## config.mk

```make
export PLATFORM = sky130hd
export DESIGN_NAME = flash_pin_front
export DESIGN_NICKNAME = d
export VERILOG_FILES = /design/src/hdl/flash_pin_pkg.sv /design/src/hdl/pin_sample_if.sv /design/src/hdl/pin_sampler.sv /design/src/hdl/flash_pin_front.sv
export SDC_FILE = /design/constraint.sdc
export NUM_CORES = 1
export LEC_CHECK = 0
export BUFFER_PORTS_ARGS = -buffer_cell sky130_fd_sc_hd__buf_2
export CAP_MARGIN = 20
export CORE_UTILIZATION = 50
export DETAILED_ROUTE_END_ITERATION = 10
export PLACE_DENSITY = 0.78
export RECOVER_POWER = 100
export SYNTH_ARGS = -nofsm -noshare
export SYNTH_HDL_FRONTEND = slang
export SYNTH_HIERARCHICAL = 1
export SYNTH_SLANG_ARGS = --single-unit
```

## constraint.sdc

```tcl
create_clock -name core_clk_in -period 2.3 [get_ports core_clk_in]
set_clock_uncertainty 0.1 [all_clocks]
set_input_delay 0.345 -clock core_clk_in [delete_from_list [all_inputs] [get_ports core_clk_in]]
set_output_delay 0.345 -clock core_clk_in [all_outputs]
set_load 0.01 [all_outputs]
```

## src/hdl/flash_pin_pkg.sv

```systemverilog
// Purpose: Shared constants and types of the serial flash pin front end
// Assumes: One core clock samples every pin of the serial link
// Notes: Array geometry sizes the address fields used by the core
package flash_pin_pkg;
  // ==========================================================
  // Array geometry
  localparam int PAGE_COUNT = 4096;
  localparam int PAGE_BYTES = 256;
  localparam int SECTOR_PAGES = 16;
  localparam int BLOCK32_PAGES = 128;
  localparam int BLOCK64_PAGES = 256;
  localparam int ADDR_W = 20;
  localparam int PAGE_OFS_W = 8;
  localparam int PROG_CNT_W = 9;
  localparam int SECTOR_SHIFT = 12;
  localparam int BLOCK32_SHIFT = 15;
  localparam int BLOCK64_SHIFT = 16;
  // ==========================================================
  // Link limits and pin sampling
  localparam int SCLK_MAX_MHZ = 104;
  localparam int CORE_CLK_MHZ = 250;
  localparam int SYNC_W = 6;
  localparam int PIN_SEL = 0;
  localparam int PIN_SCLK = 1;
  localparam int PIN_LANE0 = 2;
  localparam int BIT_CNT_W = 3;
  // ==========================================================
  // Identification
  localparam int UNIQUE_ID_W = 64;
  localparam int ID_IDX_W = 4;
  localparam logic [3:0] ID_IDX_MFR = 4'h8;
  localparam logic [3:0] ID_IDX_DEV_HI = 4'h9;
  localparam logic [3:0] ID_IDX_DEV_LO = 4'ha;
  // ==========================================================
  // Types
  typedef enum logic [1:0] {LANE_SINGLE, LANE_DUAL, LANE_QUAD} lane_mode_t;
  typedef enum logic [1:0] {ERASE_SECTOR, ERASE_BLOCK32, ERASE_BLOCK64, ERASE_CHIP} erase_kind_t;
  typedef enum logic [1:0] {PAUSE_RUN, PAUSE_ENTER, PAUSE_HELD, PAUSE_LEAVE} pause_state_t;
endpackage : flash_pin_pkg

```

## src/hdl/pin_sample_if.sv

```systemverilog
// Purpose: Carries synchronised pin levels and their edges
// Assumes: Driven by the pin sampler, read by the front end
// Notes: Edges are one core cycle pulses
`timescale 1ns/1ps
interface pin_sample_if #(parameter int W = 6);
  logic [W-1:0] level;
  logic [W-1:0] rise;
  logic [W-1:0] fall;
  modport drv (output level, output rise, output fall);
  modport use_side (input level, input rise, input fall);
endinterface : pin_sample_if

```

## src/hdl/pin_sampler.sv

```systemverilog
// Purpose: Two flop synchroniser with edge detection for link pins
// Assumes: Pins are asynchronous to the core clock
// Notes: Edge detect reads only the second stage and later
`timescale 1ns/1ps
module pin_sampler #(
  parameter int W = 6
) (
  input wire logic core_clk_in,
  input wire logic rst_b_in,
  input wire logic [W-1:0] pin_in,
  pin_sample_if.drv smp
);
  logic [W-1:0] meta_r;
  logic [W-1:0] sync_r;
  logic [W-1:0] prev_r;
  logic [W-1:0] meta_nxt;
  logic [W-1:0] sync_nxt;
  logic [W-1:0] prev_nxt;
  logic [1:0] fill_r;
  logic [1:0] fill_nxt;
  logic live;

  // ==========================================================
  // Synchroniser stages
  always_comb
  begin
    meta_nxt = pin_in;
    sync_nxt = meta_r;
    prev_nxt = sync_r;
    // Count core clock cycles until every stage holds a real pin sample
    fill_nxt = fill_r;
    if (fill_r != 2'h3)
    begin
      fill_nxt = fill_r + 2'h1;
    end
  end

  // Reset to idle high: select and strap pins rest high
  always_ff @(posedge core_clk_in or negedge rst_b_in)
  begin
    if (!rst_b_in)
    begin
      meta_r <= '1;
      sync_r <= '1;
      prev_r <= '1;
      fill_r <= 2'h0;
    end
    else
    begin
      meta_r <= meta_nxt;
      sync_r <= sync_nxt;
      prev_r <= prev_nxt;
      fill_r <= fill_nxt;
    end
  end

  // Level and edge pulses; reset values never count as an edge
  assign live = (fill_r == 2'h3);
  assign smp.level = sync_r;
  assign smp.rise = sync_r & ~prev_r & {W{live}};
  assign smp.fall = ~sync_r & prev_r & {W{live}};
endmodule : pin_sampler

```

## src/hdl/flash_pin_front.sv

```systemverilog
// Purpose: Pin level front end of a serial flash, single, dual and quad lanes
// Assumes: Core clock far faster than the serial clock, all pins sampled
// Notes: Instruction decoding lives in the core beyond the byte ports
//
`timescale 1ns/1ps

// Functional notes
// - Select high deselects; all data outputs float.
// - Select low enables; bytes received and read data returned.
// - After reset nothing accepted until select falls from high.
// - Single lane captures serial_in on rising serial clock.
// - Single lane drives serial_out, changing on falling serial clock.
// - Dual and quad lanes capture on rising, drive on falling.
// - Quad lanes honoured only with quad_enable_bit set.
// - With quad_enable_bit, protect and pause pins become lanes 2 and 3.
// - Write protect low blocks status writes with status lock bit.
// - Quad enable removes write protect meaning of its pin.
// - Pause low while selected floats output, ignores clock and data.
// - Pause release resumes with the next clocked bits.
// - Quad enable removes pause meaning of its pin.
// - Array of 4096 pages of 256 bytes; program wraps in page.
// - Erase units of 16, 128, 256 pages or whole array.
// - 64-bit unique number and identification bytes readable.
// - Clock may idle low or high at select edges.
// - Pause starts or ends at once if clock low, else next fall.
module flash_pin_front #(
  parameter logic [flash_pin_pkg::UNIQUE_ID_W-1:0] UNIQUE_ID = 64'h0123_4567_89ab_cdef, // Arbitrary value
  parameter logic [7:0] MFR_ID = 8'h5a, // Arbitrary value
  parameter logic [15:0] DEVICE_ID = 16'h3c14 // Arbitrary value
) (
  input wire logic core_clk_in,
  input wire logic rst_b_in,
  input wire logic select_n_in,
  input wire logic sclk_in,
  input wire logic [3:0] io_lane_in,
  output logic [3:0] io_lane_out,
  output logic [3:0] io_lane_oe_out,
  input wire logic quad_enable_bit_in,
  input wire logic status_lock_bit_0_in,
  input wire flash_pin_pkg::lane_mode_t lane_mode_in,
  input wire logic drive_in,
  input wire logic [7:0] tx_byte_in,
  output logic tx_take_out,
  output logic [7:0] rx_byte_out,
  output logic rx_valid_out,
  output logic selected_out,
  output logic frame_end_out,
  output logic paused_out,
  output logic quad_refused_out,
  output logic status_write_block_out,
  input wire logic prog_start_in,
  input wire logic prog_phase_in,
  input wire logic [flash_pin_pkg::ADDR_W-1:0] prog_addr_in,
  output logic [flash_pin_pkg::ADDR_W-1:0] prog_addr_out,
  output logic [flash_pin_pkg::PROG_CNT_W-1:0] prog_count_out,
  input wire flash_pin_pkg::erase_kind_t erase_kind_in,
  input wire logic [flash_pin_pkg::ADDR_W-1:0] erase_addr_in,
  output logic [flash_pin_pkg::ADDR_W-1:0] erase_base_out,
  input wire logic [flash_pin_pkg::ID_IDX_W-1:0] id_index_in,
  output logic [7:0] id_byte_out
);
  import flash_pin_pkg::*;

  pin_sample_if #(.W(SYNC_W)) smp ();

  // ==========================================================
  // Pin sampling
  pin_sampler #(.W(SYNC_W)) u_sampler (
    .core_clk_in(core_clk_in),
    .rst_b_in(rst_b_in),
    .pin_in({io_lane_in, sclk_in, select_n_in}),
    .smp(smp)
  );

  logic sel_lvl;
  logic sel_fall;
  logic sel_rise;
  logic sclk_lvl;
  logic sclk_rise;
  logic sclk_fall;
  logic [3:0] lane_lvl;
  logic quad_ok;
  lane_mode_t eff_mode;

  assign sel_lvl = smp.level[PIN_SEL];
  assign sel_fall = smp.fall[PIN_SEL];
  assign sel_rise = smp.rise[PIN_SEL];
  assign sclk_lvl = smp.level[PIN_SCLK];
  assign sclk_rise = smp.rise[PIN_SCLK];
  assign sclk_fall = smp.fall[PIN_SCLK];
  assign lane_lvl = smp.level[PIN_LANE0+3:PIN_LANE0];
  // Quad only with the enable bit, else fall back to single
  assign quad_ok = quad_enable_bit_in;
  assign eff_mode = (lane_mode_in == LANE_QUAD && !quad_ok) ? LANE_SINGLE : lane_mode_in;

  // ==========================================================
  // Selection and arming
  logic armed_r;
  logic armed_nxt;
  logic active;

  // Armed only by a real high to low select transition
  always_comb
  begin
    armed_nxt = armed_r;
    if (sel_fall)
    begin
      armed_nxt = 1'b1;
    end
  end

  always_ff @(posedge core_clk_in or negedge rst_b_in)
  begin
    if (!rst_b_in)
    begin
      armed_r <= 1'b0;
    end
    else
    begin
      armed_r <= armed_nxt;
    end
  end

  assign active = armed_r && !sel_lvl;

  // ==========================================================
  // Pause control
  pause_state_t pause_r;
  pause_state_t pause_nxt;
  logic pause_pin_low;
  logic paused;

  // Pause pin has meaning only without quad enable
  assign pause_pin_low = !lane_lvl[3] && !quad_ok;

  always_comb
  begin
    pause_nxt = pause_r;
    unique case (pause_r)
      PAUSE_RUN:
        if (active && pause_pin_low)
        begin
          pause_nxt = sclk_lvl ? PAUSE_ENTER : PAUSE_HELD;
        end
      PAUSE_ENTER:
        if (!pause_pin_low)
        begin
          pause_nxt = PAUSE_RUN;
        end
        else if (sclk_fall)
        begin
          pause_nxt = PAUSE_HELD;
        end
      PAUSE_HELD:
        if (!pause_pin_low)
        begin
          pause_nxt = sclk_lvl ? PAUSE_LEAVE : PAUSE_RUN;
        end
      PAUSE_LEAVE:
        if (pause_pin_low)
        begin
          pause_nxt = PAUSE_HELD;
        end
        else if (sclk_fall)
        begin
          pause_nxt = PAUSE_RUN;
        end
    endcase
    if (!active)
    begin
      pause_nxt = PAUSE_RUN;
    end
  end

  always_ff @(posedge core_clk_in or negedge rst_b_in)
  begin
    if (!rst_b_in)
    begin
      pause_r <= PAUSE_RUN;
    end
    else
    begin
      pause_r <= pause_nxt;
    end
  end

  assign paused = (pause_r == PAUSE_HELD) || (pause_r == PAUSE_LEAVE);

  // ==========================================================
  // Receive and transmit shifters
  logic [7:0] rx_sh_r;
  logic [7:0] rx_sh_nxt;
  logic [BIT_CNT_W-1:0] rx_cnt_r;
  logic [BIT_CNT_W-1:0] rx_cnt_nxt;
  logic [7:0] rx_byte_nxt;
  logic rx_valid_nxt;
  logic [7:0] tx_sh_r;
  logic [7:0] tx_sh_nxt;
  logic [BIT_CNT_W-1:0] tx_cnt_r;
  logic [BIT_CNT_W-1:0] tx_cnt_nxt;
  logic [3:0] out_bits_r;
  logic [3:0] out_bits_nxt;
  logic [3:0] oe_r;
  logic [3:0] oe_nxt;
  logic rose_r;
  logic rose_nxt;
  logic take;
  logic [7:0] tx_src;
  logic [7:0] rx_full;
  logic [BIT_CNT_W-1:0] step;

  assign step = (eff_mode == LANE_QUAD) ? 3'd4 : (eff_mode == LANE_DUAL) ? 3'd2 : 3'd1;

  always_comb
  begin
    rx_sh_nxt = rx_sh_r;
    rx_cnt_nxt = rx_cnt_r;
    rx_byte_nxt = rx_byte_out;
    rx_valid_nxt = 1'b0;
    tx_sh_nxt = tx_sh_r;
    tx_cnt_nxt = tx_cnt_r;
    out_bits_nxt = out_bits_r;
    rose_nxt = rose_r;
    take = 1'b0;
    tx_src = (tx_cnt_r == 3'd0) ? tx_byte_in : tx_sh_r;
    unique case (eff_mode)
      LANE_QUAD: rx_full = {rx_sh_r[3:0], lane_lvl};
      LANE_DUAL: rx_full = {rx_sh_r[5:0], lane_lvl[1:0]};
      default: rx_full = {rx_sh_r[6:0], lane_lvl[0]};
    endcase
    if (active && !paused)
    begin
      // Capture on rising serial clock
      if (sclk_rise)
      begin
        rose_nxt = 1'b1;
        rx_sh_nxt = rx_full;
        rx_cnt_nxt = rx_cnt_r + step;
        if (rx_cnt_nxt == 3'd0)
        begin
          rx_byte_nxt = rx_full;
          rx_valid_nxt = 1'b1;
        end
      end
      // Drive on falling serial clock, only after a first rise
      if (sclk_fall && rose_r && drive_in)
      begin
        take = (tx_cnt_r == 3'd0);
        unique case (eff_mode)
          LANE_QUAD: out_bits_nxt = tx_src[7:4];
          LANE_DUAL: out_bits_nxt = {2'b00, tx_src[7:6]};
          default: out_bits_nxt = {2'b00, tx_src[7], 1'b0};
        endcase
        unique case (eff_mode)
          LANE_QUAD: tx_sh_nxt = {tx_src[3:0], 4'h0};
          LANE_DUAL: tx_sh_nxt = {tx_src[5:0], 2'b00};
          default: tx_sh_nxt = {tx_src[6:0], 1'b0};
        endcase
        tx_cnt_nxt = tx_cnt_r + step;
      end
    end
    // Drop partial bytes when the frame ends
    if (sel_lvl)
    begin
      rx_cnt_nxt = '0;
      tx_cnt_nxt = '0;
      rose_nxt = 1'b0;
    end
    // Output enables: lane 1 single, lanes 1:0 dual, all quad
    oe_nxt = 4'h0;
    if (active && !paused && drive_in && rose_nxt)
    begin
      unique case (eff_mode)
        LANE_QUAD: oe_nxt = 4'hf;
        LANE_DUAL: oe_nxt = 4'h3;
        default: oe_nxt = 4'h2;
      endcase
    end
    if (sel_lvl)
    begin
      oe_nxt = 4'h0;
    end
    if (paused)
    begin
      oe_nxt = 4'h0;
    end
  end

  always_ff @(posedge core_clk_in or negedge rst_b_in)
  begin
    if (!rst_b_in)
    begin
      rx_sh_r <= 8'h00;
      rx_cnt_r <= '0;
      rx_byte_out <= 8'h00;
      rx_valid_out <= 1'b0;
      tx_sh_r <= 8'h00;
      tx_cnt_r <= '0;
      out_bits_r <= 4'h0;
      oe_r <= 4'h0;
      rose_r <= 1'b0;
    end
    else
    begin
      rx_sh_r <= rx_sh_nxt;
      rx_cnt_r <= rx_cnt_nxt;
      rx_byte_out <= rx_byte_nxt;
      rx_valid_out <= rx_valid_nxt;
      tx_sh_r <= tx_sh_nxt;
      tx_cnt_r <= tx_cnt_nxt;
      out_bits_r <= out_bits_nxt;
      oe_r <= oe_nxt;
      rose_r <= rose_nxt;
    end
  end

  assign io_lane_out = out_bits_r;
  assign io_lane_oe_out = oe_r;
  assign tx_take_out = take;
  assign selected_out = active;
  assign frame_end_out = sel_rise && armed_r;
  assign paused_out = paused;
  assign quad_refused_out = (lane_mode_in == LANE_QUAD) && !quad_ok;
  // Protect pin counts only while it is not a data lane
  assign status_write_block_out = !quad_ok && !lane_lvl[2] && status_lock_bit_0_in;

  // ==========================================================
  // Program address within a page, erase alignment, identity bytes
  logic [ADDR_W-1:0] prog_addr_nxt;
  logic [PROG_CNT_W-1:0] prog_count_nxt;
  logic [ADDR_W-1:0] erase_base_nxt;
  logic [7:0] id_byte_nxt;
  logic [3:0] uid_sel;

  assign uid_sel = 4'd7 - id_index_in;

  always_comb
  begin
    prog_addr_nxt = prog_addr_out;
    prog_count_nxt = prog_count_out;
    if (prog_start_in)
    begin
      prog_addr_nxt = prog_addr_in;
      prog_count_nxt = '0;
    end
    else if (prog_phase_in && rx_valid_out)
    begin
      // Offset wraps inside the page, at most one page per program
      prog_addr_nxt[PAGE_OFS_W-1:0] = prog_addr_out[PAGE_OFS_W-1:0] + 8'h01;
      if (prog_count_out != PROG_CNT_W'(PAGE_BYTES))
      begin
        prog_count_nxt = prog_count_out + 9'h001;
      end
    end
    unique case (erase_kind_in)
      ERASE_SECTOR: erase_base_nxt = erase_addr_in & ~ADDR_W'((1 << SECTOR_SHIFT) - 1);
      ERASE_BLOCK32: erase_base_nxt = erase_addr_in & ~ADDR_W'((1 << BLOCK32_SHIFT) - 1);
      ERASE_BLOCK64: erase_base_nxt = erase_addr_in & ~ADDR_W'((1 << BLOCK64_SHIFT) - 1);
      default: erase_base_nxt = '0;
    endcase
    if (id_index_in < ID_IDX_MFR)
    begin
      id_byte_nxt = UNIQUE_ID[uid_sel[2:0]*8 +: 8];
    end
    else if (id_index_in == ID_IDX_MFR)
    begin
      id_byte_nxt = MFR_ID;
    end
    else if (id_index_in == ID_IDX_DEV_HI)
    begin
      id_byte_nxt = DEVICE_ID[15:8];
    end
    else if (id_index_in == ID_IDX_DEV_LO)
    begin
      id_byte_nxt = DEVICE_ID[7:0];
    end
    else
    begin
      id_byte_nxt = 8'h00;
    end
  end

  always_ff @(posedge core_clk_in or negedge rst_b_in)
  begin
    if (!rst_b_in)
    begin
      prog_addr_out <= '0;
      prog_count_out <= '0;
      erase_base_out <= '0;
      id_byte_out <= 8'h00;
    end
    else
    begin
      prog_addr_out <= prog_addr_nxt;
      prog_count_out <= prog_count_nxt;
      erase_base_out <= erase_base_nxt;
      id_byte_out <= id_byte_nxt;
    end
  end
endmodule : flash_pin_front

```

# --- Word-level counts from Yosys, hierarchy flattened ---
# Cells that the tools add are included.
classes:
  magnitude_cmp: 1
  n_shift: 1
  n_addsub: 6
  bitwise_logic: 6
  n_eq_ne: 18
  muxes: 45
  reduce_logical: 35
op_table:
  columns: ["op", "count"]
  rows:
  - ["$shiftx 64x7->8 const A", 1]
  - ["$pmux 20 s3", 1]
  - ["$mux 8", 4]
  - ["$pmux 8 s2", 2]
  - ["$mux 9", 3]
  - ["$mux 2", 11]
  - ["$mux 3", 7]
  - ["$pmux 4 s2", 2]
  - ["$logic_and 1x1->1", 13]
  - ["$eq 2x2->1 const B", 6]
  - ["$eq 4x4->1 const B", 3]
  - ["$mux 4", 3]
  - ["$reduce_and 2->1", 5]
  - ["$reduce_bool 2->1", 5]
  - ["$add 9x1->9 const B", 1]
  - ["$ne 9x9->1 const B", 1]
  - ["$add 8x1->8 const B", 1]
  - ["$and 2x2->2", 4]
  - ["$mux 1", 8]
  - ["$ne 4x4->1 const B", 2]
  - ["$pmux 2 s4", 1]
  - ["$mux 7", 1]
  - ["$add 3x3->3", 2]
  - ["$eq 2x1->1 const B", 3]
  - ["other kinds (14)", 22]
word_totals:
  output_inout_bits: 80
  in_bits: 69
  reg_bits: 115
  elab_cells: 132

# --- Depth between registers and ports, before layout ---
logic_depth:
  word_depth: 11
  mapped_depth: 10
  depth_no_buf: 10

# --- Cells and area by module ---
# The synthesis kept the hierarchy.
modules_own_cells:
  columns: ["mod", "area_each_um2", "n_inst", "cells_each", "seq_area_each_um2"]
  rows:
  - ["flash_pin_front", 4071.4, 1, 375, 2127.0]
  - ["pin_sampler", 689.4, 1, 37, 523.0]

# --- Worst setup path after synthesis ---
# Ideal clock, no wire load.
synth_timing:
  path_kind: "input-to-reg"
  startpoint: "in lane_mode_in[0]"
  endpoint: "reg rx_byte_out[0]"
  required_ps: 2075
  path_stages: 10
  path_buffers: 0
  setup_slack_ps: -630
  setup_ps: 125
  arrival_ps: 2706
  path_cell_list: "nor3b_1 nor2b_1 ha_1 ha_1 inv_1 fa_1 xor2_2 xnor2_1 nor3_4 mux2_2"
synth_via:
  elab_chain_len: 9
  word_cells_on_any_way: 10
  cone_classes: "1 x add/sub; 3 x eq/ne; 3 x mux; 3 x reduce/logical"
synth_rtl:
  columns: ["item", "line_no", "text"]
  rows:
  - ["from (decl)", "flash_pin_front.sv:40", "input wire flash_pin_pkg::lane_mode_t lane_mode_in,"]
  - ["$eq 2x2->1", "flash_pin_front.sv:94", "assign eff_mode = (lane_mode_in == LANE_QUAD && !quad_ok) ? LANE_SINGLE : lane_mode_in;"]
  - ["$logic_and 1x1->1", "flash_pin_front.sv:94", null]
  - ["$mux 2 (*)", "flash_pin_front.sv:94", null]
  - ["$eq 2x1->1", "flash_pin_front.sv:212", "assign step = (eff_mode == LANE_QUAD) ? 3'd4 : (eff_mode == LANE_DUAL) ? 3'd2 : 3'd1;"]
  - ["$mux 2", "flash_pin_front.sv:212", null]
  - ["$mux 3 (*)", "flash_pin_front.sv:212", null]
  - ["$add 3x3->3 (*)", "flash_pin_front.sv:238", "rx_cnt_nxt = rx_cnt_r + step;"]
  - ["$logic_not 3->1 (*)", "flash_pin_front.sv:239", "if (rx_cnt_nxt == 3'd0)"]
  - ["$reduce_and 3->1 (no line) (*)", null, null]
  - ["to (signal assigned)", "flash_pin_front.sv:307", "rx_byte_out <= rx_byte_nxt;"]
  - ["to (decl)", "flash_pin_front.sv:44", "output logic [7:0] rx_byte_out,"]
# Mark *: on every way between the ends. The rest lies on a longest branch, timed or not.
# A chain may end at the register's enable or synchronous reset.

# --- Final worst setup path ---
layout_timing:
  startpoint: "in lane_mode_in[0]"
  endpoint: "reg rx_byte_out[7]"
layout_via:
  elab_chain_len: 9
  word_cells_on_any_way: 11
  cone_classes: "1 x add/sub; 3 x eq/ne; 4 x mux; 3 x reduce/logical"
layout_rtl:
  columns: ["item", "line_no"]
  rows:
  - ["$eq 2x2->1", "flash_pin_front.sv:94"]
  - ["$logic_and 1x1->1", "flash_pin_front.sv:94"]
  - ["$mux 2 (*)", "flash_pin_front.sv:94"]
  - ["$eq 2x1->1", "flash_pin_front.sv:212, flash_pin_front.sv:226"]
  - ["$mux 2", "flash_pin_front.sv:212"]
  - ["$mux 3", "flash_pin_front.sv:212"]
  - ["$add 3x3->3", "flash_pin_front.sv:238"]
  - ["$logic_not 3->1", "flash_pin_front.sv:239"]
  - ["$reduce_and 3->1 (no line)", null]
# Marked as above.

==> flow_summary.toml <==
[setup_path]
cp_slowest_stage_delay_ns = 0.37
reg2reg_to = "rx_byte_out[7]"
r2r_slack_ns = 0.16
crit_arrival_ns = 2.53
reg2reg_depth = 8
cp_max_fo = 8
critPathRequiredTime_ns = 2.44
cp-end-kind = "flip-flop"
path_cells = "buf_8, nor3b_4, nor2b_2, ha_4, ha_4, inv_2, fa_2, xor2_4, xnor2_2, nor3_4, buf_12, mux2_4"
critPathSlowestCell = "fa_2"
r2r-start = "rx_cnt_r[0]"
cp-start-kind = "input port"
critPathMostFrequentCell = "ha_4"
criticalPathCategory = "in2reg"
startpoint = "lane_mode_in[0]"

[floorplanning]
die_area_mm2 = 0.00956
fp-row-count = 34
pin_count = 149
die_w_um = 97.8
core-area_mm2 = 0.00881
die_h_um = 97.8
start_util_pct = 52.1

[routing]
wl_mm = 9.23
drtIter0Drc = 101
wl_per_cell_um = 14.0
drc = 16
num_vias = 3391
drt-pass1-iter-count = 7
detail-route-antenna-nets = 0
viasPerCell = 5.15

[global_route]
grt_use_total_pct = 20.1
grt_max_degree = 102
grt_pass1_vias = 3373
grt_remaining_overflow = 0
grt_pass1_wl_mm = 15.6
antenna_found_initial = 0

[sta]
slew_headroom_pct = 11.4
setup_ws_ns = -0.0939
setup_tns_ns = -0.716
setup_viol = 8
maxSlewViolCount = 0
min_period_ns = 2.39
tightest_slew_ns = 1.33
rsz0062_at_grt = "true"
hold_viol_final = 0
fmax_ghz = 0.418
fin_crit_sh_pct = 104
whs_ns = 0.0950

[worst_hold_path]
hp-start = "prog_addr_in[6]"
hold_path_class = "in2reg"
holdPathStages = 3
hold_path_end = "prog_addr_out[6]"

[place]
hpwl_mm = 6.63
gp_congestion = 0.789
post-place-ws_ns = -0.515
port_buffers = 124

[power]
power_mw = 3.92
power_density_mw_per_mm2 = 679
ir_worst_vdd_mv = 0.487
power.leakage_nw = 2.79

[run_status]
outcome = "finished, violations left"
violations = "DRC, setup timing"

[cts]
cts_tree = "done"
root_buffer = "clkbuf_8"
clk_latency_ns = 0.35
clk_pin_slew_worst_paths_ns = 0.10
clockBufferDepth = 2
numCtsBuffers = 9
htree_num_levels = 3
cts.sinks = 101

[cells_and_area]
nNetsFinal = 626
insertedDiodeCount = 0
nFillCells = 720
syn_to_final_growth_pct = 26.0
finalCoreUtilization_pct = 65.6
drive_above_1_share_pct = 40.5

[synthesis]
yosys_warnings = 6
synth_area_mm2 = 0.00458
synthesis.instances = 400
avgSynthCellArea_um2 = 11.5

[run]
drv_cap = 0
==> layer usage <==
metal | wire (um) | up-vias | part of all wire [%] | track usage (%)
met5 | 0 | - | 0 | 0
met4 | 96 | 0 | 1.0 | 5.48
met3 | 495 | 7 | 5.4 | 4.29
met2 | 4500 | 112 | 49 | 33.7
met1 | 4130 | 1625 | 45 | 26.6
li1 | - | 1647 | - | -
==> registers in the layout, indices dropped and copies added (netlist names), 3 cells and up <==
register             count
erase_base_out           8
id_byte_out              8
io_lane_oe_out           3
io_lane_out              4
prog_addr_out           20
prog_count_out           9
rx_byte_out              8
rx_cnt_r                 3
rx_sh_r                  7
tx_cnt_r                 3
tx_sh_r                  7
u_sampler/meta_r         6
u_sampler/smp.level      6
==> power by group <==
| group | switching, mW | leakage, nW | internal [mW] |
|---|---|---|---|
| combinational | 0.343 | 1.42 | 0.344 |
| clock | 0.616 | 0.108 | 0.542 |
| sequential | 0.118 | 1.26 | 1.96 |
| total | 1.08 | 2.79 | 2.85 |
==> cell usage in the layout (no fill, tap or decap), types with 5 or more instances in the layout <==
master / instances
a21oi_1: 10
a22oi_1: 8
and2_0: 5
and2_1: 5
buf_2: 116
buf_4: 19
clkbuf_1: 6
clkbuf_8: 10
conb_1: 12
dfrtp_1: 87
dfstp_2: 12
dlygate4sd3_1: 7
ha_1: 6
inv_1: 13
mux2_2: 26
mux2_4: 9
nand2_1: 38
nand3_1: 8
nor2_1: 21
nor3_1: 11
o21ai_0: 28
xnor2_1: 10
==> cell type report <==
class	count	area, um^2	share of cell area [%]
flip-flops and latches	101	2540	44.1
multi-input cells	266	1950	33.8
repair buffers	154	888	15.4
clock buffers	10	138	2.38
well taps	108	135	2.34
clock inverters	6	67.6	1.17
inverters	14	52.6	0.910
==> how the worst max path moves through the flow <==
stage / end / depth (start not counted)
floorplan: rx_byte_out[0] / 10
global route: rx_byte_out[1] / 12
finish: rx_byte_out[7] / 12
CTS: rx_byte_out[0] / 12
global placement: rx_byte_out[2] / 12
detailed placement: rx_byte_out[4] / 12
==> through the flow <==
step                      std cells  area (um^2)
after global routing            659         5780
after global placement          630         5390
after CTS                       657         5720
final                           659         5780
after detailed placement        630         5390
after floorplan                 411         4660
==> worst max-delay path: cells and delay by family <==
kind / cells / cell delay [ns]
buffers and inverters: 3 / 0.29
and+or+nand+nor: 3 / 0.47
muxes: 1 / 0.30
xor gates and xnor gates: 2 / 0.34
adders and majority gates: 3 / 0.78
==> repair_timing <==
item | CTS | global route
endpoints found under the setup margin | 9 | 10
buffers inserted | 4 | 2
hold endpoints to repair | 93 | 0
hold buffers | 7 | 0
resized for setup | 9 | 12
pin swaps | 1 | 4
Note: power is estimated with default switching activity, not from simulation.
